$ cat config.mk
export PLATFORM = sky130hd
export DESIGN_NAME = uotg_status_flags
export DESIGN_NICKNAME = d
export VERILOG_FILES = /design/src/pkg/uotg_pkg.sv /design/src/design/uotg_status_flags.sv
export SDC_FILE = /design/constraint.sdc
export NUM_CORES = 1
export LEC_CHECK = 0
export ABC_CLOCK_PERIOD_IN_PS = 1800
export BUFFER_PORTS_ARGS = -buffer_cell sky130_fd_sc_hd__buf_2
export CAP_MARGIN = 10
export CORE_MARGIN = 2
export CORE_UTILIZATION = 54
export CTS_BUF_LIST = sky130_fd_sc_hd__clkbuf_2 sky130_fd_sc_hd__clkbuf_4 sky130_fd_sc_hd__clkbuf_8
export CTS_CLUSTER_SIZE = 8
export DETAILED_ROUTE_END_ITERATION = 8
export GPL_ROUTABILITY_DRIVEN = 0
export PLACE_DENSITY_LB_ADDON = 0.05
export SLEW_MARGIN = 20
export SYNTH_ARGS = -nofsm -noshare
export SYNTH_HDL_FRONTEND = slang
export SYNTH_SLANG_ARGS = --single-unit
$ cat constraint.sdc
create_clock -name ref_clk -period 1.8 [get_ports ref_clk]
set_clock_uncertainty 0.1 [all_clocks]
set_input_delay 0.18 -clock ref_clk [delete_from_list [all_inputs] [get_ports ref_clk]]
set_output_delay 0.18 -clock ref_clk [all_outputs]
set_load 0.01 [all_outputs]
$ cat src/pkg/uotg_pkg.sv
package uotg_pkg;

  // Register byte offsets
  localparam logic [11:0] UOTG_CTRL_OFS = 12'h800;
  localparam logic [11:0] UOTG_STATUS_OFS = 12'h804;
  localparam logic [11:0] UOTG_CLEAR_OFS = 12'h808;
  localparam logic [11:0] UOTG_SET_OFS = 12'h80c;
  localparam logic [11:0] UOTG_VERSION_OFS = 12'h818;
  localparam logic [11:0] UOTG_FEATURES_OFS = 12'h81c;

  // Flag positions in status, clear and set words
  localparam int UOTG_IDPIN_BIT = 0;
  localparam int UOTG_SUPPLY_EDGE_BIT = 1;
  localparam int UOTG_SESSION_BIT = 2;
  localparam int UOTG_SUPPLY_ERR_BIT = 3;
  localparam int UOTG_BCONN_BIT = 4;
  localparam int UOTG_ROLE_BIT = 5;
  localparam int UOTG_NEG_ERR_BIT = 6;
  localparam int UOTG_SUSP_TO_BIT = 7;
  localparam int UOTG_SUPPLY_REQ_BIT = 9;
  localparam int UOTG_ID_LEVEL_BIT = 10;
  localparam int UOTG_SUPPLY_LEVEL_BIT = 11;
  localparam int UOTG_NFLAGS = 8;

  // Control word: enables in 7:0, hardware supply control disable at 8
  localparam int UOTG_HWC_DIS_BIT = 8;
  localparam int UOTG_FREEZE_BIT = 14;

  // Version word layout
  localparam int UOTG_VERSION_LSB = 0;
  localparam int UOTG_VARIANT_LSB = 16;

  // Features word layout
  localparam int UOTG_EPCNT_LSB = 0;
  localparam int UOTG_DMACH_LSB = 4;
  localparam int UOTG_DMALEN_BIT = 7;
  localparam int UOTG_DMAFIFO_LSB = 8;
  localparam int UOTG_FIFOSZ_LSB = 12;
  localparam int UOTG_BYTEWR_BIT = 15;
  localparam int UOTG_PATH_BIT = 16;
  localparam int UOTG_HBISO_LSB = 17;

  localparam logic [31:0] UOTG_CTRL_RESET = 32'h0000_0000;
  localparam logic [UOTG_NFLAGS-1:0] UOTG_FLAGS_RESET = 8'h00;

  // Pin slots in the synchroniser vector; id idles high on its pull-up
  localparam int UOTG_ID_PIN = 0;
  localparam int UOTG_SUPPLY_PIN = 1;
  localparam int UOTG_NPINS = 2;
  localparam logic [UOTG_NPINS-1:0] UOTG_PINS_IDLE = 2'h1;
  // Cycles after reset before a pin change counts as an edge
  localparam int UOTG_ARM_CYCLES = 3;

  // Hardware event strobes
  typedef struct packed {
    logic susp_timeout;
    logic neg_error;
    logic role_swap;
    logic bconn_error;
    logic supply_error;
    logic session_request;
  } uotg_events_type;

endpackage

$ cat src/design/uotg_status_flags.sv
// The address-and-strobe port was chosen for this implementation.
`timescale 1ns/10ps
// How it works
// - Role swap after negotiation sets its flag
// - Error during B-connection sets its flag
// - Supply drop sets supply error flag
// - Supply error flags even with hardware control off
// - Detected session request sets its flag
// - Either edge on supply pad sets flag
// - Either edge on id pin sets flag
// - Pin edges detected regardless of clock freeze
// - Clear register ones clear matching flags
// - Set register ones force matching flags
// - Zero writes ignored; clear/set read zero
// - Supply request bit 9, flags 7..0
// - Version register gives version and variant
// - Features bits 23..17 high-bandwidth iso per endpoint
// - Bit 16 reports macrocell path width
// - Bit 15 reports native byte write RAM
// - Three-bit FIFO RAM size code
// - Four-bit DMA FIFO depth code
// - Bit 7 reports DMA length counter width
// - Four-bit endpoint count code
module uotg_status_flags
  import uotg_pkg::*;
#(
  parameter logic [11:0] VERSION_NUM = 12'h001,
  parameter logic [3:0] VARIANT_NUM = 4'h0,
  parameter logic [6:0] HB_ISO_EP = 7'h00,
  parameter bit MACROCELL_16BIT = 1'b0,
  parameter bit NATIVE_BYTE_WRITE = 1'b0,
  parameter int FIFO_RAM_CODE = 7,
  parameter int DMA_FIFO_CODE = 0,
  parameter int DMA_CHANNELS = 7,
  parameter bit DMA_LEN_24BIT = 1'b1,
  parameter int ENDPOINT_CODE = 8
) (
  input wire logic ref_clk,
  input wire logic nrst,
  input wire logic [11:0] addr,
  input wire logic [31:0] wdata,
  input wire logic wr_en,
  input wire logic rd_en,
  output logic [31:0] rdata,
  input wire uotg_events_type events,
  input wire logic supply_pad,
  input wire logic id_pin,
  output logic usb_irq,
  output logic supply_request,
  output logic clock_freeze,
  output logic supply_hw_ctrl_disable
);

  //////////////////////////////////////////////////////////////////////////////
  // Parameter checks, refused at elaboration

  if (FIFO_RAM_CODE < 0 || FIFO_RAM_CODE > 7) begin : g_bad_fifo_code
    $error("fifo code out of range");
  end
  if (DMA_FIFO_CODE < 0 || DMA_FIFO_CODE > 15) begin : g_bad_dma_fifo_code
    $error("dma fifo code out of range");
  end
  if (DMA_CHANNELS < 1 || DMA_CHANNELS > 7) begin : g_bad_dma_channels
    $error("dma channels out of range");
  end
  if (ENDPOINT_CODE < 0 || ENDPOINT_CODE > 15) begin : g_bad_endpoint_code
    $error("endpoint code out of range");
  end
  // Arming shift needs at least two stages
  if (UOTG_ARM_CYCLES < 2) begin : g_bad_arm_cycles
    $error("arm cycles too small");
  end
  // Flag word must stay below the request bit
  if (UOTG_NFLAGS > UOTG_SUPPLY_REQ_BIT) begin : g_bad_flag_count
    $error("flag count overlaps request bit");
  end

  //////////////////////////////////////////////////////////////////////////////
  // Pin synchronisers and edge detection

  logic [UOTG_NPINS-1:0] pin_raw;
  wire logic [UOTG_NPINS-1:0] pin_level;
  wire logic [UOTG_NPINS-1:0] pin_edge;
  logic [UOTG_ARM_CYCLES-1:0] arm_q;
  logic armed;
  logic supply_edge;
  logic id_edge;
  logic supply_level;
  logic id_level;

  always_comb begin
    pin_raw = '0;
    pin_raw[UOTG_ID_PIN] = id_pin;
    pin_raw[UOTG_SUPPLY_PIN] = supply_pad;
  end

  // Edges count only once the chain holds real pin samples;
  // a change in the first few cycles after reset is not flagged
  always_ff @(posedge ref_clk or negedge nrst) begin
    if (!nrst) begin
      arm_q <= '0;
    end else begin
      arm_q <= {arm_q[UOTG_ARM_CYCLES-2:0], 1'b1};
    end
  end
  assign armed = arm_q[UOTG_ARM_CYCLES-1];

  // Runs on the free bus clock, so freezing the core clock has no effect
  for (genvar p = 0; p < UOTG_NPINS; p++) begin : g_pin
    logic meta_q;
    logic sync_q;
    logic prev_q;
    // Reset to the idle level so status reads right straight after reset
    always_ff @(posedge ref_clk or negedge nrst) begin
      if (!nrst) begin
        meta_q <= UOTG_PINS_IDLE[p];
        sync_q <= UOTG_PINS_IDLE[p];
        prev_q <= UOTG_PINS_IDLE[p];
      end else begin
        meta_q <= pin_raw[p];
        sync_q <= meta_q;
        prev_q <= sync_q;
      end
    end
    assign pin_level[p] = sync_q;
    assign pin_edge[p] = armed && (prev_q != sync_q);
  end

  assign supply_edge = pin_edge[UOTG_SUPPLY_PIN];
  assign id_edge = pin_edge[UOTG_ID_PIN];
  assign supply_level = pin_level[UOTG_SUPPLY_PIN];
  assign id_level = pin_level[UOTG_ID_PIN];

  //////////////////////////////////////////////////////////////////////////////
  // Register strobes

  logic wr_ctrl;
  logic wr_clear;
  logic wr_set;
  assign wr_ctrl = wr_en && (addr == UOTG_CTRL_OFS);
  assign wr_clear = wr_en && (addr == UOTG_CLEAR_OFS);
  assign wr_set = wr_en && (addr == UOTG_SET_OFS);

  logic [31:0] ctrl_q;
  always_ff @(posedge ref_clk or negedge nrst) begin
    if (!nrst) begin
      ctrl_q <= UOTG_CTRL_RESET;
    end else if (wr_ctrl) begin
      ctrl_q <= wdata;
    end
  end

  //////////////////////////////////////////////////////////////////////////////
  // Sticky flags

  logic [UOTG_NFLAGS-1:0] hw_set;
  logic [UOTG_NFLAGS-1:0] flags_q;
  logic [UOTG_NFLAGS-1:0] flags_d;
  logic [UOTG_NFLAGS-1:0] sw_clr;
  logic [UOTG_NFLAGS-1:0] sw_set;

  always_comb begin
    hw_set = '0;
    hw_set[UOTG_IDPIN_BIT] = id_edge;
    hw_set[UOTG_SUPPLY_EDGE_BIT] = supply_edge;
    hw_set[UOTG_SESSION_BIT] = events.session_request;
    // Raised whatever the hardware control setting
    hw_set[UOTG_SUPPLY_ERR_BIT] = events.supply_error;
    hw_set[UOTG_BCONN_BIT] = events.bconn_error;
    hw_set[UOTG_ROLE_BIT] = events.role_swap;
    hw_set[UOTG_NEG_ERR_BIT] = events.neg_error;
    hw_set[UOTG_SUSP_TO_BIT] = events.susp_timeout;
  end

  assign sw_clr = wr_clear ? wdata[UOTG_NFLAGS-1:0] : '0;
  assign sw_set = wr_set ? wdata[UOTG_NFLAGS-1:0] : '0;
  // Set wins over a clear in the same cycle so no event is lost
  assign flags_d = (flags_q & ~sw_clr) | sw_set | hw_set;

  always_ff @(posedge ref_clk or negedge nrst) begin
    if (!nrst) begin
      flags_q <= UOTG_FLAGS_RESET;
    end else begin
      flags_q <= flags_d;
    end
  end

  // Supply request: software set, cleared by software or by a supply fault while hardware control is on (bit 8 clear)
  logic req_d;
  always_comb begin
    req_d = supply_request;
    if ((wr_clear && wdata[UOTG_SUPPLY_REQ_BIT]) ||
        (events.supply_error && !ctrl_q[UOTG_HWC_DIS_BIT])) begin
      req_d = 1'b0;
    end
    if (wr_set && wdata[UOTG_SUPPLY_REQ_BIT]) begin
      req_d = 1'b1;
    end
  end

  always_ff @(posedge ref_clk or negedge nrst) begin
    if (!nrst) begin
      supply_request <= 1'b0;
    end else begin
      supply_request <= req_d;
    end
  end

  //////////////////////////////////////////////////////////////////////////////
  // Interrupt and control outputs

  always_ff @(posedge ref_clk or negedge nrst) begin
    if (!nrst) begin
      usb_irq <= 1'b0;
    end else begin
      // From next flags so the line tracks the flags without extra lag
      usb_irq <= |(flags_d & ctrl_q[UOTG_NFLAGS-1:0]);
    end
  end

  // Control outputs trail their register bit by one cycle
  always_ff @(posedge ref_clk or negedge nrst) begin
    if (!nrst) begin
      clock_freeze <= 1'b0;
    end else begin
      clock_freeze <= ctrl_q[UOTG_FREEZE_BIT];
    end
  end

  always_ff @(posedge ref_clk or negedge nrst) begin
    if (!nrst) begin
      supply_hw_ctrl_disable <= 1'b0;
    end else begin
      supply_hw_ctrl_disable <= ctrl_q[UOTG_HWC_DIS_BIT];
    end
  end

  //////////////////////////////////////////////////////////////////////////////
  // Constant words

  logic [31:0] version_word;
  logic [31:0] features_word;

  always_comb begin
    version_word = '0;
    version_word[UOTG_VERSION_LSB +: 12] = VERSION_NUM;
    version_word[UOTG_VARIANT_LSB +: 4] = VARIANT_NUM;
  end

  always_comb begin
    features_word = '0;
    features_word[UOTG_EPCNT_LSB +: 4] = ENDPOINT_CODE[3:0];
    features_word[UOTG_DMACH_LSB +: 3] = DMA_CHANNELS[2:0];
    features_word[UOTG_DMALEN_BIT] = DMA_LEN_24BIT;
    features_word[UOTG_DMAFIFO_LSB +: 4] = DMA_FIFO_CODE[3:0];
    features_word[UOTG_FIFOSZ_LSB +: 3] = FIFO_RAM_CODE[2:0];
    features_word[UOTG_BYTEWR_BIT] = NATIVE_BYTE_WRITE;
    features_word[UOTG_PATH_BIT] = MACROCELL_16BIT;
    features_word[UOTG_HBISO_LSB +: 7] = HB_ISO_EP;
  end

  //////////////////////////////////////////////////////////////////////////////
  // Read path, data one cycle after the strobe

  logic [31:0] status_word;
  always_comb begin
    status_word = '0;
    status_word[UOTG_NFLAGS-1:0] = flags_q;
    status_word[UOTG_SUPPLY_REQ_BIT] = supply_request;
    status_word[UOTG_ID_LEVEL_BIT] = id_level;
    status_word[UOTG_SUPPLY_LEVEL_BIT] = supply_level;
  end

  logic [31:0] rdata_d;
  always_comb begin
    rdata_d = '0;
    unique case (addr)
      UOTG_CTRL_OFS: rdata_d = ctrl_q;
      UOTG_STATUS_OFS: rdata_d = status_word;
      UOTG_VERSION_OFS: rdata_d = version_word;
      UOTG_FEATURES_OFS: rdata_d = features_word;
      // Clear, set and unmapped addresses read zero
      default: rdata_d = '0;
    endcase
  end

  always_ff @(posedge ref_clk or negedge nrst) begin
    if (!nrst) begin
      rdata <= '0;
    end else if (rd_en) begin
      rdata <= rdata_d;
    end else begin
      rdata <= '0;
    end
  end

endmodule // uotg_status_flags

==> impl_metrics.ini <==
[drt]
dr_wl_met2_mm = 3.93
drc = 0
via_count = 2524
wirelength_mm = 8.06
detail_route.first_pass.iterations = 4
first_iter_violations = 120
ant_nets = 0
top_layer = met4
wl_per_cell_um = 16.8
dr_wl_met3_um = 495
wl_met1_mm = 3.54
vias_per_cell = 5.26

[sta]
grt_setup_unrepaired = true
hold_viol_final = 0
finalWorstSetupSlack_ns = -0.0562
max_freq_ghz = 0.539
setup_tns_ns = -1.12
fin_crit_sh_pct = 103
min_period_ns = 1.86
whs_ns = 0.0372
report.final.slew_viol_count = 0
setup_viol = 30

[die]
fp.dieW_um = 83.5
ios = 92
die_area_um2 = 6980
start_util_pct = 56.7
core_area_um2 = 6030
rows = 28
die_y_um = 83.5

[worst_hold_path]
hold_class = input pin to flip-flop

[global_route]
antenna_found_initial = 0
grt_use_total_pct = 23.1
grt.overflow.total = 0
grt_max_degree = 44
grt_pass1_vias = 2515
grt_pass1_wl_mm = 12.5

[place]
hpwl_mm = 4.95
io_buffers = 91
placedCellCount = 423

[yosys]
yosysSeqAreaShare_pct = 62.4
synth_top_area_share_pct = 60.1
synth-simple-area-share_pct = 15.4
synth_edf_count = 0
syn_nets = 312
ys.flop_type = dfrtp_1
yosys-top-cells-area = dfrtp_1, mux2_2, mux2i_1
yosys_register_bits = 85
synth_top_family_by_area = simple AND/OR/NAND/NOR gates
synth_mux_area_share_pct = 14.4
synth_xor_area_share_pct = 0.513
yosys_warnings = 0
avgSynthCellArea_um2 = 13.3
synth.cell_area_um2 = 3410
yosysUniqueCellTypes = 32
synth_compound_area_share_pct = 4.47
yosysTopAreaCell = dfrtp_1
async_reset_ff_share_pct = 100
yosys.area_share.adder_pct = 0
synthCells = 256

[run_status]
status = finished, violations left
failed_checks = setup timing

[clock_network]
clkTransAtPathRegs_ns = 0.09
numCtsBuffers = 9
htreeDepth = 3
clkLatencyLatePin_ns = 0.36
cts-root-buf = clkbuf_8
cts_tree = built
cts_sinks = 85
clk_path_buf_depth = 2

[power_and_ir_drop]
p_leak_nw = 2.33
ir_worst_vdd_v = 0.000600
p_total_mw = 3.59
powerDensity_nw_per_um2 = 756

[setup_path]
cpMaxStageDelayCell = or4b_4
startpoint_type = input pin
crit_family = simple AND/OR/NAND/NOR gates
endpoint_kind = flip-flop
cpPeakStageDelay_ns = 0.55
critPathArrivalTime_ns = 2.00
crit_fanout = 13
path_buf_inv = 3
cp_common_cell = buf_6
required_ns = 1.94
crit_type = input pin to flip-flop
cp_cell_sequence = buf_6, or4b_4, nor4_4, nand2b_1, nor3b_4, buf_6, buf_12, mux2_2

[final_layout]
nNetsFinal = 456
drive_gt1_share_pct = 43.2
fin_util_pct = 78.7
synthToLayoutAreaGrowth_pct = 39.0
final_common_cell = buf_2
diodes = 0
stdcell_count = 480
fill_cells = 366
layout_common_cells = buf_2, dfrtp_1, dlygate4sd3_1

[flow_run]
cap_viol_max_count = 0
-- cell type report --
class                           count  area (um2)  share of cell area, %
Clock buffer                        9         124                   2.61
Multi-Input combinational cell    153        1270                   26.7
Inverter                            2        7.51                  0.158
Tap cell                           75        93.8                   1.98
Sequential cell                    85        2130                   44.9
Timing Repair Buffer              149        1040                   21.9
Clock inverter                      7        81.3                   1.71
-- logic make-up (layout without fill, tap and decap cells) --
family / Yosys count / count (layout)
buffers and inverters: 18 / 167
DFF: 85 / 85
other: 1 / 1
AOI/OAI and AO/OA: 24 / 24
and+or+nand+nor: 81 / 81
muxes: 45 / 45
xor gates and xnor gates: 2 / 2
-- cells in the mapped netlist (2+ instances only) --
| cell | number |
|---|---|
| nor3_1 | 2 |
| a21oi_1 | 10 |
| buf_6 | 3 |
| dfstp_2 | 3 |
| nor2_1 | 19 |
| nand3_1 | 2 |
| mux2_1 | 2 |
| dfrtp_1 | 82 |
| nor3b_1 | 8 |
| mux2_2 | 30 |
| xor2_1 | 2 |
| and2_1 | 18 |
| nand3b_1 | 7 |
| nand4b_1 | 8 |
| clkbuf_1 | 10 |
| nor4_1 | 8 |
| o21a_1 | 9 |
| nand2b_1 | 2 |
| mux2i_1 | 13 |
| a22oi_1 | 4 |
| nand4_1 | 2 |
| inv_1 | 2 |
-- routing by layer --
metal / vias to the layer above / GRT usage [%]
met1: 1242 / 33.2
li1: 1185 / -
met3: 6 / 5.24
met5: - / 0
met4: 0 / 6.60
met2: 91 / 35.9
-- registers in the layout, summed over array words and instances (netlist names) --
signal and count:
arm_q 3, clock_freeze 1, ctrl_q 32, flags_q 8
g_pin.meta_q 2, g_pin.prev_q 2, g_pin.sync_q 2, rdata 32
supply_hw_ctrl_disable 1, supply_request 1, usb_irq 1
-- metrics by stage --
step | area (um2) | setup slack (ns)
after floorplan | 3430 | -0.615
after global placement | 4040 | -0.385
after detailed placement | 4040 | -0.425
after CTS | 4610 | -0.0365
after global routing | 4740 | -0.0664
final | 4740 | -0.0562
-- power breakdown --
group	switching, mW	leakage [nW]	internal, mW
combinational	0.128	1.11	0.134
clock	0.731	0.101	0.661
sequential	0.00770	1.12	1.92
-- path summary, 6_finish.rpt --
check,from,end,slack [ns],cells past startpoint
hold reg to reg,arm_q[0],arm_q[1],0.26,0
setup reg to reg,g_pin[0].sync_q,usb_irq,0.37,5
min in group asynchronous,nrst,ctrl_q[15],0.16,2
hold / removal,events[4],flags_q[6],0.04,3
setup / recovery,addr[9],ctrl_q[8],-0.06,8
max in group asynchronous,nrst,g_pin[0].prev_q,0.82,3
-- worst min-delay path, stage by stage --
cell     delay (ns)
buf_2          0.10
nor2_1         0.07
mux2i_1        0.08
-- timing repair --
item	CTS	global route
setup endpoints to repair	26	33
resized for setup	4	22
setup buffers	0	5
hold buffers	35	0
hold endpoints to repair	101	0
cloned	0	1
Power figures use the tool's default switching activity.
